### src/core/pic_pkg.sv
// Purpose : Constants and types for the PHY interrupt and control block
// Assumes : APB byte address is four times the register index
// Notes   : Registers are 16 bits wide in the low half of the data word
package pic_pkg;

  // ==========================================================
  // Register map
  localparam logic [7:0]  IDX_CTRL     = 8'h11;
  localparam logic [7:0]  IDX_STAT     = 8'h12;
  localparam logic [7:0]  ADDR_CTRL    = 8'h44;
  localparam logic [7:0]  ADDR_STAT    = 8'h48;

  // ==========================================================
  // Control field positions and values
  localparam int          B_PSM_HI     = 13;
  localparam int          B_PSM_LO     = 12;
  localparam int          B_DEPTH_HI   = 9;
  localparam int          B_DEPTH_LO   = 8;
  localparam int          B_COL_FD     = 4;
  localparam int          B_POL        = 3;
  localparam int          B_TEST       = 2;
  localparam int          B_GEN_EN     = 1;
  localparam int          B_OUT_EN     = 0;
  localparam logic [1:0]  PSM_NORMAL   = 2'h0;
  localparam logic [1:0]  PSM_PASSIVE  = 2'h3;
  localparam logic [1:0]  DEPTH_RST    = 2'h1;
  localparam logic        POL_RST      = 1'h1;

  // ==========================================================
  // Status events, bit n of the event vector sits at status bit n+8
  localparam int          N_EVT        = 8;
  localparam int          E_QUAL       = 7;
  localparam int          E_ENERGY     = 6;
  localparam int          E_LINK       = 5;
  localparam int          E_SPEED      = 4;
  localparam int          E_DUPLEX     = 3;
  localparam int          E_ANEG       = 2;
  localparam int          E_FC_HF      = 1;
  localparam int          E_RX_HF      = 0;
  localparam logic [7:0]  HF_LIMIT     = 8'h7F;

  // ==========================================================
  // Types
  typedef struct packed {
    logic [1:0] psm;
    logic [1:0] depth;
    logic       col_fd;
    logic       pol;
    logic       test;
    logic       gen_en;
    logic       out_en;
  } pic_ctrl_t;

  typedef struct packed {
    logic       qual_ok;
    logic       energy;
    logic       link_up;
    logic       speed;
    logic       duplex;
    logic       aneg_done;
    logic       fc_hf;
    logic       rx_hf;
  } pic_line_t;

  typedef struct packed {
    pic_ctrl_t    ctrl;
    logic [7:0]   stat;
    logic [7:0]   en;
    pic_line_t    prev;
    logic         sleep;
    logic [2:0]   sync;
    logic         pwdn_lvl;
    logic [31:0]  rdata;
    logic         slverr;
    logic [7:0]   cap;
  } pic_state_t;

endpackage

### src/core/pic_top.sv
// Purpose : Interrupt status, masking and PHY specific control over APB
// Assumes : Line status and counters come from logic on core_clk
// Notes   : Zero wait state APB slave, read data captured in setup
//
// Overview of operation
// - Power mode code 11 enters passive sleep; wakes when energy detected
// - Bits 9:8 set loopback FIFO depth, reset 01, five nibbles
// - With bit 4 clear, no collision signalling in full duplex
// - Bit 3 selects pin polarity; default idles high, drives low
// - Test bit forces interrupt until cleared
// - Bit 1 gates event interrupts by per-event enables in status
// - Bit 0 makes shared pin an interrupt output, else power-down input
// - Status bit 15 latches link quality change while link up
// - Status bit 14 latches energy detect change
// - Status bit 13 latches link status change either way
// - Status bit 12 latches speed change
// - Status bit 11 latches duplex change
// - Status bit 10 latches auto-negotiation completion
// - Status bit 9 latches false carrier counter half-full
// - Status bit 8 latches receive error counter half-full
// - Enable bit 7 unmasks link quality event, resets 0
// - Enable bit 6 unmasks energy event, resets 0
// - Counter above 7Fh is half-full and raises its event
// - Bits 5..0 enable link, speed, duplex, aneg, carrier, rx error
`timescale 1ns/1ps
module pic_top
  import pic_pkg::*;
(
  // Clock and reset
  input  wire logic        core_clk,
  input  wire logic        rstn,
  // APB slave
  input  wire logic        psel,
  input  wire logic        penable,
  input  wire logic        pwrite,
  input  wire logic [7:0]  paddr,
  input  wire logic [31:0] pwdata,
  output logic      [31:0] prdata,
  output logic             pready,
  output logic             pslverr,
  // Line status from the PHY core
  input  wire pic_line_t   line_i,
  input  wire logic [7:0]  fc_count,
  input  wire logic [7:0]  rx_err_count,
  input  wire logic        col_raw,
  // Shared interrupt or power-down pin
  input  wire logic        irq_pin_i,
  output logic             irq_pin_o,
  output logic             irq_pin_oe,
  // Control outputs to the PHY core
  output logic             passive_sleep,
  output logic             pwdn_req,
  output logic [1:0]       lb_fifo_depth,
  output logic             col_out,
  output logic             irq_active
);

  // ==========================================================
  // Helpers
  function automatic logic is_hf(input logic [7:0] cnt);
    is_hf = (cnt > HF_LIMIT);
  endfunction

  function automatic logic [15:0] ctrl_word(input pic_ctrl_t c);
    logic [15:0] w;
    w = '0;
    w[B_PSM_HI:B_PSM_LO]     = c.psm;
    w[B_DEPTH_HI:B_DEPTH_LO] = c.depth;
    w[B_COL_FD]              = c.col_fd;
    w[B_POL]                 = c.pol;
    w[B_TEST]                = c.test;
    w[B_GEN_EN]              = c.gen_en;
    w[B_OUT_EN]              = c.out_en;
    ctrl_word = w;
  endfunction

  // ==========================================================
  // State
  pic_state_t  s_q;
  pic_state_t  s_d;
  pic_line_t   cur;
  logic [7:0]  evt;
  logic        setup_ph;
  logic        access_ph;
  logic        hit_ctrl;
  logic        hit_stat;
  logic [7:0]  clr;

  always_comb
  begin
    cur       = line_i;
    cur.fc_hf = is_hf(fc_count);
    cur.rx_hf = is_hf(rx_err_count);
  end

  // ==========================================================
  // Event detection
  always_comb
  begin
    evt           = '0;
    // Quality changes only count while the link is up in the current sample
    evt[E_QUAL]   = (cur.qual_ok != s_q.prev.qual_ok) &&
                    cur.link_up;
    evt[E_ENERGY] = cur.energy != s_q.prev.energy;
    evt[E_LINK]   = cur.link_up != s_q.prev.link_up;
    evt[E_SPEED]  = cur.speed != s_q.prev.speed;
    evt[E_DUPLEX] = cur.duplex != s_q.prev.duplex;
    evt[E_ANEG]   = cur.aneg_done && !s_q.prev.aneg_done;
    evt[E_FC_HF]  = cur.fc_hf && !s_q.prev.fc_hf;
    evt[E_RX_HF]  = cur.rx_hf && !s_q.prev.rx_hf;
  end

  // ==========================================================
  // APB decode
  assign setup_ph  = psel && !penable;
  assign access_ph = psel && penable;

  always_comb
  begin
    hit_ctrl = 1'b0;
    hit_stat = 1'b0;
    if (paddr == ADDR_CTRL)
      hit_ctrl = 1'b1;
    else if (paddr == ADDR_STAT)
      hit_stat = 1'b1;
  end

  // Only bits shown to software are cleared, so a late event survives
  assign clr = (access_ph && !pwrite && hit_stat) ? s_q.cap : '0;

  // ==========================================================
  // Next state
  always_comb
  begin
    s_d      = s_q;
    s_d.prev = cur;
    s_d.stat = (s_q.stat & ~clr) | evt;

    // Read data is fixed in setup, the access edge only completes it
    if (setup_ph)
    begin
      s_d.rdata  = '0;
      s_d.slverr = 1'b0;
      s_d.cap    = '0;
      if (hit_ctrl)
        s_d.rdata[15:0] = ctrl_word(s_q.ctrl);
      else if (hit_stat)
      begin
        s_d.rdata[15:0] = {s_q.stat, s_q.en};
        s_d.cap         = s_q.stat;
      end
      else
        s_d.slverr = 1'b1;
    end

    if (access_ph && pwrite && hit_ctrl)
    begin
      s_d.ctrl.psm    = pwdata[B_PSM_HI:B_PSM_LO];
      s_d.ctrl.depth  = pwdata[B_DEPTH_HI:B_DEPTH_LO];
      s_d.ctrl.col_fd = pwdata[B_COL_FD];
      s_d.ctrl.pol    = pwdata[B_POL];
      s_d.ctrl.test   = pwdata[B_TEST];
      s_d.ctrl.gen_en = pwdata[B_GEN_EN];
      s_d.ctrl.out_en = pwdata[B_OUT_EN];
    end
    else if (access_ph && pwrite && hit_stat)
      s_d.en = pwdata[7:0];

    // Passive sleep, left by hardware once a partner shows energy
    if (s_q.sleep && cur.energy)
    begin
      s_d.sleep    = 1'b0;
      s_d.ctrl.psm = PSM_NORMAL;
    end
    else
      s_d.sleep = (s_d.ctrl.psm == PSM_PASSIVE);

    // Pin taken through three flops, level moves when last two agree
    s_d.sync = {s_q.sync[1:0], irq_pin_i};
    if (s_q.sync[1] == s_q.sync[2])
      s_d.pwdn_lvl = s_q.sync[2];
  end

  always_ff @(posedge core_clk or negedge rstn)
  begin
    if (!rstn)
    begin
      s_q            <= '0;
      s_q.ctrl.depth <= DEPTH_RST;
      s_q.ctrl.pol   <= POL_RST;
      s_q.sync       <= 3'h7;
      s_q.pwdn_lvl   <= 1'b1;
    end
    else
      s_q <= s_d;
  end

  // ==========================================================
  // Outputs
  assign irq_active = s_q.ctrl.test ||
                      (s_q.ctrl.gen_en && |(s_q.stat & s_q.en));
  assign irq_pin_oe = s_q.ctrl.out_en;
  // Default polarity drives the pin low for an interrupt
  assign irq_pin_o  = s_q.ctrl.pol ? !irq_active : irq_active;
  assign pwdn_req   = !s_q.ctrl.out_en && !s_q.pwdn_lvl;
  assign passive_sleep = s_q.sleep;
  assign lb_fifo_depth = s_q.ctrl.depth;
  assign col_out    = col_raw && (!line_i.duplex || s_q.ctrl.col_fd);
  assign prdata     = s_q.rdata;
  assign pready     = access_ph;
  assign pslverr    = access_ph && s_q.slverr;
endmodule

### config.mk
export PLATFORM = sky130hd
export DESIGN_NAME = pic_top
export DESIGN_NICKNAME = d
export VERILOG_FILES = /design/src/core/pic_pkg.sv /design/src/core/pic_top.sv
export SDC_FILE = /design/constraint.sdc
export NUM_CORES = 1
export LEC_CHECK = 0
export ABC_CLOCK_PERIOD_IN_PS = 1450
export BUFFER_PORTS_ARGS = -buffer_cell sky130_fd_sc_hd__buf_2
export CAP_MARGIN = 25
export CORE_MARGIN = 4
export CORE_UTILIZATION = 48
export DETAILED_ROUTE_END_ITERATION = 10
export GPL_TIMING_DRIVEN = 0
export PLACE_DENSITY_LB_ADDON = 0.3
export SLEW_MARGIN = 0
export SYNTH_ARGS = -nofsm -noshare
export SYNTH_HDL_FRONTEND = slang
export SYNTH_SLANG_ARGS = --single-unit
### constraint.sdc
create_clock -name core_clk -period 1.45 [get_ports core_clk]
set_input_delay 0.29 -clock core_clk [delete_from_list [all_inputs] [get_ports core_clk]]
set_output_delay 0.29 -clock core_clk [all_outputs]
set_load 0.02 [all_outputs]
==> results of run 1 <==
[power groups by stage]
stage | registers (uW) | clock network (uW) | logic, uW
2_1_floorplan | 1730 | 0 | 180
3_3_place_gp | 1730 | 0 | 294
3_5_place_dp | 1730 | 0 | 305
4_1_cts | 1700 | 1720 | 337
5_1_grt | 1700 | 1820 | 379
6_report | 1700 | 1720 | 348
[cells by family after synthesis]
group | synth area share, %
AO/OA/AOI/OAI | 13.4
buffers and inverters | 12.2
other | 0.136
multiplexers | 7.23
XOR/XNOR | 1.59
flip-flops | 53.9
AND/OR/NAND/NOR | 11.1
adder cells (fa/ha/maj) | 0.364
[state kept, by name (all words and copies together) (netlist names)]
register and count:
irq_pin_oe 1, s_q 41, lb_fifo_depth 2, prdata 12, passive_sleep 1, s_d 2
[per-layer routing]
metal	up-vias	part of all wire, %	GRT usage (%)	wire length, um
met5	-	0	0	0
met1	1062	43	27.1	3030
li1	981	-	-	-
met4	0	0.99	8.33	69
met3	7	6.1	5.53	430
met2	76	50	32.5	3470
[worst paths after layout]
check                            endpoint  cells after the start      start
worst min register to register    s_d[44]                      0    s_d[43]
max in group asynchronous         s_q[73]                      3       rstn
worst max register to register  prdata[9]                      2    s_q[63]
worst min-delay path              s_d[43]                      1  irq_pin_i
min in group asynchronous          s_q[3]                      2       rstn
worst max-delay path            irq_pin_o                      4    s_q[63]
[cell type report]
class	instances	area (um^2)	area share [%]
flip-flops and latches	59	1490	37.6
multi-input cells	128	1210	30.4
repair buffers	84	584	14.7
plain buffers	43	333	8.39
clock buffers	12	155	3.91
well taps	72	90.1	2.27
clock inverters	4	72.6	1.83
inverters	9	33.8	0.851
[metrics by stage]
| step | hold slack (ns) | power, uW | area [um^2] | utilization, % | setup WS, ns |
|---|---|---|---|---|---|
| 5_1_grt | 0.0272 | 3900 | 3970 | 71.6 | -0.526 |
| 4_1_cts | 0.0485 | 3750 | 3900 | 70.4 | -0.428 |
| 3_5_place_dp | 0.261 | 2030 | 3330 | 60.2 | -0.814 |
| 2_1_floorplan | -0.00559 | 1910 | 2920 | - | -0.440 |
| 3_3_place_gp | 0.346 | 2020 | 3310 | 59.8 | -0.790 |
| 6_report | 0.0495 | 3770 | 3970 | 71.6 | -0.447 |
[cell usage in the layout, fill, tap and decap left out, types with 7 or more instances in the layout]
cell type | netlist | routed
buf_2 | 1 | 55
buf_4 | 34 | 46
dfrtp_1 | 53 | 46
conb_1 | 1 | 16
mux2_4 | 0 | 14
clkbuf_8 | 0 | 12
a22o_1 | 11 | 11
buf_6 | 0 | 11
inv_1 | 9 | 9
and2_1 | 9 | 9
a221o_1 | 9 | 9
nand2_1 | 8 | 8
nand2b_1 | 8 | 8
dfrtp_2 | 0 | 7
[what timing repair did]
item | 4_1_cts | 5_1_grt
pin swaps | 13 | 19
gates resized for setup | 44 | 22
gates cloned | 3 | 0
hold buffers | 1 | 0
hold endpoints to repair | 18 | 0
setup buffers | 17 | 3
endpoints found under the setup margin | 50 | 51
==> metrics.txt, run 1 <==
initial antenna violation count 0; vias in the first global route 2181; Worst Hold Class in2reg; die outline width between 80 and 90 um; detailed-router iteration count before antenna repair 4; status complete, but fails checks; sequential power share 45.1%; dominant synthesized flop cell dfrtp_1; TNS Setup -5.97 ns; clock sink count 59; iteration-0 DRC count of the detailed router 117; largest cells by area after synthesis dfrtp_1 (48%), buf_4 (9.3%), mux2_2 (6.1%); final net count slightly above 400; largest net degree at the start of global routing between 40 and 50; RSZ-0062 raised after global routing yes; gr usage total approximately a fifth; via count of the routed design approximately 2100; Synth Cell Area 2750 um^2; routability cong. 0.836; Boundary Pins around 110; Critical Path Fanout Max 2; Logic pwr share 9.2%; final setup fails between 40 and 50; DRC Markers 0; Hold Fails Final Rpt 0; PwrDens 950 nW/um^2; Slew Viols, Final 0; Slowest-stage cell, CP dfrtp_2; max-capacitance violation count 0; CP startpoint kind register; dominant cell type by area after synthesis dfrtp_1; Via density between 5 and 6; Worst R2R Setup Slack 0.44 ns; placed insts 375; Cell Rows 27; # fillers 401; area grow syn2layout 44.2%; Setup WS post-layout -0.447 ns; number of port buffers 60; number of synthesized flops with an enable pin 0; Clock power frac between 40% and 50%; post-synthesis cell type count 40; Core Area 5540 um^2; GRT overflow 0; Worst-Margin Slew 0.757 ns; WS Path Type reg2out; Worst EP required 1.16 ns; Routed WL 7000 um; count leader, synth dfrtp_1; Cell Int Power 2890 uW; worst path bufs/invs 1; commonest cells in the synthesized netlist dfrtp_1 (53), buf_4 (34), mux2_2 (15); ANT cells 0; H-tree Lvls 3; Crit. End Element primary output; violated checks setup timing; yosys warns 0; sequential share of the synthesized area 53.9%; fin crit period ~1.9 ns; worst rel slew slack about half; leakage power total 0.00213 uW; clk_lat worst skew 0.34 ns; Finished Layout Cells 411; WL/cell 17.0 um; Clock Tree Root clkbuf_8; share of the synthesized area in the top cell type between 40% and 50%; Crit path max-delay family compound AO/OA/AOI/OAI gates; net load switching power 882 uW; Synth Register Bits 59; CP Cell Sequence a22oi_2, nand4_1, o311ai_4, buf_6; share of cells above drive strength 1 55.2%; Worst-path clk slew around 0.06 ns; clock buffer depth 2; Die Footprint 7010 um^2; Max Clk Rate 527 MHz; first-pass GRT wire length 11300 um; Post-Route Skew 0.00629 ns; CP arrival 1.61 ns; sw frac 23.4%; Detailed Place HPWL 4330 um; TritonCTS Buffers 9; DRT antenna net count 0; Peak VDD IR 1.28 mV; initial core utilization 49.7%; Syn Area/Cell around 12 um^2; CTS tree done; async set-or-reset flop fraction in the synthesized netlist 100%; cells after synthesis 227; crit share post-route 131%; Worst path max stage delay 0.43 ns; DIE HEIGHT 83.7 um
No activity file was read; power rests on OpenSTA's default activity.
==> inputs of run 2 (changes only) <==
- ABC_CLOCK_PERIOD_IN_PS: 1450 -> 1600
- CELL_PAD_IN_SITES_DETAIL_PLACEMENT: unset -> 1
- CELL_PAD_IN_SITES_GLOBAL_PLACEMENT: unset -> 1
- CORE_UTILIZATION: 48 -> 33
- MAX_ROUTING_LAYER: unset -> met4
- clock period: 1.45 -> 1.6 ns (I/O delays scaled with it)
==> run 2 against run 1 <==
The run ends with hold timing, setup timing left. Combinational power shrank 16%. Cell count grew 6.1%. Core utilization shrank 25 points. Sequential power shrank 9%. Die area grew 41%. Register-to-register slack gained 0.12 ns. Flip-flop and latch count is the same. Clock power shrank 4%. Worst hold slack lost 0.060 ns. Critical path type unchanged. Worst setup slack gained 0.12 ns. Largest cell class unchanged.
==> metrics.txt, run 2 (synthesis results as in run 1) <==
status complete, but fails checks; violated checks hold timing, setup timing; Worst-path clk slew 0.08 ns (+0.02 ns); most common cell after layout, fill and taps aside buf_2; fin crit period 1.92 ns; CP arrival 1.60 ns (about the same); vias in the first global route 2243 (+2.8%); Hold WS -0.0101 ns (-0.0597 ns); Slew Viols, Final 0 (unchanged); reg2reg path depth 3 (+1); worst rel slew slack 58.8% (+9.2 points); iteration-0 DRC count of the detailed router 112 (-4.3%); largest net degree at the start of global routing 35 (-17%); Worst R2R Setup Slack 0.56 ns (+0.12 ns); PwrDens 911 nW/um^2 (-4.1%); TritonCTS Buffers 9 (unchanged); clock buffer depth 2 (unchanged); beginning of the worst register-to-register path s_q[60]; WL/cell 16.5 um (-2.9%); total power 3480 uW (-7.6%); DRT antenna net count 0 (unchanged); ANT cells 0 (unchanged); Finished Layout Cells 436 (+6.1%); die outline width 99.3 um (+19%); detailed-router iteration count before antenna repair 4 (unchanged); area grow syn2layout 38.9%; Finished Core Util 46.8% (-25 points); H-tree Lvls 3 (unchanged); Largest register FFs 41 (unchanged); Worst EP required 1.28 ns (+0.12 ns); final setup fails 10 (-79%); Worst Hold Class in2async; most frequent cells in the layout buf_2 (57), dfrtp_1 (48), buf_4 (46); Cell Rows 33 (+22%); Max Clk Rate 520 MHz; DRC Markers 0 (unchanged); Clock Tree Root clkbuf_8; Critical Path Fanout Max 2 (unchanged); Via density 4.83 (-6.7%); RSZ-0062 raised after global routing yes; number of port buffers 60 (unchanged); clk_lat worst skew 0.34 ns (about the same); Peak VDD IR 0.423 mV (-67%); Post-Route Skew 0.0120 ns (+0.00575 ns); via count of the routed design 2105 (-0.99%); # fillers 913 (+130%); CTS tree done; Core Area 8180 um^2 (+48%); crit share post-route 120%; CP startpoint kind register; Most flops, register s_q; Worst-Margin Slew 0.618 ns (-0.139 ns); Die Footprint 9860 um^2 (+41%); max-capacitance violation count 0 (unchanged); Detailed Place HPWL 4920 um (+14%); FF-to-FF End s_q[60]; clock sink count 59 (unchanged); first-pass GRT wire length 11800 um (+3.7%); WS Path Type reg2out; Hold Fails Final Rpt 8 (+8); Routed WL 7210 um (+3.1%); Boundary Pins 113 (unchanged); initial antenna violation count 0 (unchanged); routability cong. 0.734 (-12%); leakage power total 0.00196 uW (-7.7%); worst setup path end irq_active; Worst Setup SP s_q[63]; initial core utilization 33.7% (-16 points); share of cells above drive strength 1 53.5% (-1.7 points); Setup WS post-layout -0.324 ns (+0.123 ns); gr usage total 15.8% (-4.9 points); Crit. End Element primary output; DIE HEIGHT 99.3 um (+19%); final net count 397 (-2.0%); GRT overflow 0 (unchanged); placed insts 408 (+8.8%); TNS Setup -0.822 ns (+5.15 ns)
-- run 2: cell count changes in the layout (fill, tap and decap cells not counted), moves of 2 or more --
cell     change
dfrtp_2      -2
mux2_4       -6
mux2_2       +6
o41ai_2      +4
dfrtp_1      +2
buf_2        +2
buf_8        -4
buf_6        -7
o41ai_4      -4
-- run 2: metal layers --
metal	share of wire (%)	vias up	global-route usage [%]
li1	-	970	-
met1	46	1071	20.9
met2	49	55	24.2
met3	3.8	9	2.17
met4	1.6	0	6.83
met5	0	-	-
-- run 2: power by group --
part	internal (uW)	switching, uW	total (uW)	leakage (uW)
combinational	120	172	292	0.00110
sequential	1520	16.7	1540	0.000738
clock	1050	602	1650	0.000122
-- run 2: stage by stage --
stage          worst slack (ns)  cell area, um^2  hold WS (ns)
2_1_floorplan            -0.320             2910        0.0244
3_3_place_gp             -0.722             3340         0.346
3_5_place_dp             -0.700             3360         0.347
4_1_cts                  -0.345             3790      0.000917
5_1_grt                  -0.413             3820        0.0366
6_report                 -0.324             3820       -0.0101
-- run 2: final cells by class --
cell class	count	area (um^2)	area share, %
Buffer	44	314	8.22
Clock buffer	13	179	4.68
Clock inverter	3	67.6	1.77
Inverter	9	33.8	0.884
Multi-Input combinational cell	128	1120	29.4
Sequential cell	59	1490	39.0
Tap cell	105	131	3.44
Timing Repair Buffer	75	482	12.6
-- run 2: critical path: stages, from the launching register on --
cell     delay, ns
dfrtp_2       0.43
a22oi_2       0.21
nand4_1       0.16
buf_4         0.16
a21o_1        0.17
buf_6         0.13
-- run 2: repair_timing --
action                     in CTS  in global routing
setup endpoints to repair      38                 23
cloned                          1                  0
gates resized for setup        23                  3
pin swaps                       7                  2
setup buffers                  10                  3
hold buffers                    0                  0
-- run 2: worst min path at each step --
stage	endpoint	slack, ns	from	cells past startpoint
after global routing	s_q[53]	0.04	rstn	1
after floorplan	irq_pin_oe	0.02	rstn	0
final	s_q[53]	-0.01	rstn	1
after detailed placement	s_d[44]	0.35	s_d[43]	0
after global placement	s_d[44]	0.35	s_d[43]	0
after CTS	s_q[64]	0.0009	rstn	1
==> inputs of run 3 (changes only) <==
==> constraint.sdc (replaced) <==
create_clock -name core_clk -period 1.6 [get_ports core_clk]
set_input_delay 0.4 -clock core_clk [delete_from_list [all_inputs] [get_ports core_clk]]
set_output_delay 0.4 -clock core_clk [all_outputs]
set_load 0.02 [all_outputs]
==> run 3 against run 2 <==
The flow finishes with violations (setup timing). Core utilization up 1.8 points. Clock power about the same. Via count up 0.48%. Die area unchanged. Clock-buffer cell count unchanged. Critical path type unchanged.
==> metrics.txt, run 3 (synthesis results as in run 1) <==
Worst R2R Setup Slack 0.58 ns (+0.02 ns); detailed-router iteration count before antenna repair 4 (unchanged); net load switching power 801 uW (+1.3%); CP Cell Sequence a22oi_2, nand4_1, buf_4, a21o_1, buf_6; status complete, but fails checks; share of cells above drive strength 1 54.5% (+1.0 points); number of port buffers 60 (unchanged); global routing's busiest layer met2; CTS tree done; WS Path Type reg2out; via count of the routed design 2115 (+0.48%); PwrDens 883 nW/um^2 (-3.1%); # fillers 902 (-1.2%); H-tree Lvls 3 (unchanged); Hold Fails Final Rpt 0 (-8); sw frac 22.9% (+0.17 points); most common cell after layout, fill and taps aside buf_2; vias in the first global route 2286 (+1.9%); Routed WL 7550 um (+4.7%); DRT antenna net count 0 (unchanged); GRT overflow 0 (unchanged); Slowest-stage cell, CP dfrtp_1; DRC Markers 0 (unchanged); initial antenna violation count 0 (unchanged); Worst EP required 1.20 ns (-0.08 ns); Worst path max stage delay 0.40 ns (-0.03 ns); Detailed Place HPWL 4920 um (unchanged); Clock Tree Root clkbuf_8; Die Footprint 9860 um^2 (unchanged); CP startpoint kind register; Boundary Pins 113 (unchanged); Cell Rows 33 (unchanged); Via density 4.82 (-0.21%); Cell Int Power 2700 uW (+0.35%); max-capacitance violation count 0 (unchanged); met2 GRT Util 26.2% (+2.0 points); Post-Route Skew 0.00935 ns (-0.00269 ns); grt met1 use 20.9% (-0.035 points); ANT cells 0 (unchanged); Slew Viols, Final 0 (unchanged); worst rel slew slack 56.5% (-2.3 points); beginning of the worst register-to-register path s_q[62]; total power 3500 uW (+0.57%); Critical Path Stages 5 (unchanged); fin crit period 2.03 ns (+0.102 ns); CP arrival 1.63 ns (+0.03 ns); Worst-path clk slew 0.07 ns (about the same); Max Clk Rate 494 MHz (-5.0%); Core Area 8180 um^2 (unchanged); Crit path max-delay family compound AO/OA/AOI/OAI gates; WL/cell 17.2 um (+4.0%); Clock power frac 47.2% (-0.2 points); area grow syn2layout 44.2%; clk_lat worst skew 0.34 ns (about the same); RSZ-0062 raised after global routing yes; Logic pwr share 8.8% (+0.4 points); routability cong. 0.734 (unchanged); gr usage total 16.3% (+0.54 points); sequential power share 44.0% (-0.3 points); Finished Core Util 48.5% (+1.8 points); crit share post-route 127% (+6.4 points); Worst-Margin Slew 0.652 ns (+0.0340 ns); FF-to-FF End prdata[8]; Finished Layout Cells 439 (+0.69%); clock sink count 59 (unchanged); final setup fails 28 (+18); initial core utilization 33.7% (unchanged); leakage power total 0.00206 uW (+5.3%); met3 Track Usage GR 2.10% (-0.070 points); Setup WS post-layout -0.426 ns (-0.102 ns); reg2reg path depth 2 (-1); Most flops, register s_q; die outline width 99.3 um (unchanged); placed insts 408 (unchanged); TritonCTS Buffers 9 (unchanged); violated checks setup timing; Hold WS 0.0663 ns (+0.0765 ns); worst path bufs/invs 2 (unchanged); most frequent cells in the layout buf_2 (57), dfrtp_1 (48), buf_4 (45); clock buffer depth 2 (unchanged); largest net degree at the start of global routing 35 (unchanged); DIE HEIGHT 99.3 um (unchanged); final net count 400 (+0.76%); TNS Setup -1.91 ns (-1.09 ns); Largest register FFs 41 (unchanged); Crit. End Element primary output; iteration-0 DRC count of the detailed router 102 (-8.9%); Worst Hold Class in2async; Critical Path Fanout Max 2 (unchanged); first-pass GRT wire length 12100 um (+2.7%); Peak VDD IR 0.426 mV (+0.70%)
[run 3: changes by cell type in the layout (fill, tap and decap cells not counted), sizes merged]
| cell | change |
|---|---|
| clkbuf | +1 |
| buf | +2 |
[run 3: per-stage QoR]
| step | area, um^2 | setup slack [ns] |
|---|---|---|
| after global routing | 3970 | -0.510 |
| final | 3970 | -0.426 |
| after global placement | 3340 | -0.802 |
| after CTS | 3930 | -0.425 |
| after floorplan | 2910 | -0.400 |
| after detailed placement | 3360 | -0.780 |
[run 3: worst max path at each step]
stage,start,end
finish,s_q[60],irq_active
floorplan,paddr[5],irq_pin_oe
global route,s_q[60],irq_pin_o
detailed placement,paddr[1],prdata[3]
global placement,paddr[5],lb_fifo_depth[1]
CTS,s_q[63],irq_pin_o
[run 3: power by group through the flow]
stage | Sequential (uW) | Combinational [uW] | Clock [uW]
global route | 1540 | 339 | 1750
CTS | 1540 | 302 | 1680
detailed placement | 1570 | 278 | 0
finish | 1540 | 308 | 1650
floorplan | 1560 | 161 | 0
global placement | 1570 | 268 | 0
[run 3: layout make-up]
class / count / area [um^2] / share of cell area [%]
plain buffers: 45 / 365 / 9.21
clock buffers: 13 / 179 / 4.51
clock inverters: 3 / 67.6 / 1.70
inverters: 9 / 33.8 / 0.851
multi-input cells: 128 / 1180 / 29.7
flip-flops and latches: 59 / 1490 / 37.6
well taps: 105 / 131 / 3.31
repair buffers: 77 / 520 / 13.1
[run 3: metal layers]
layer	vias up	routed length [um]
met5	-	0
met4	0	130
met3	11	291
met2	60	3780
met1	1075	3360
li1	969	-
[run 3: what timing repair did]
item | CTS | global route
gates cloned | 3 | 0
pin swaps | 10 | 6
hold buffers | 0 | 0
endpoints found under the setup margin | 49 | 46
gates resized for setup | 41 | 9
buffers inserted | 11 | 2
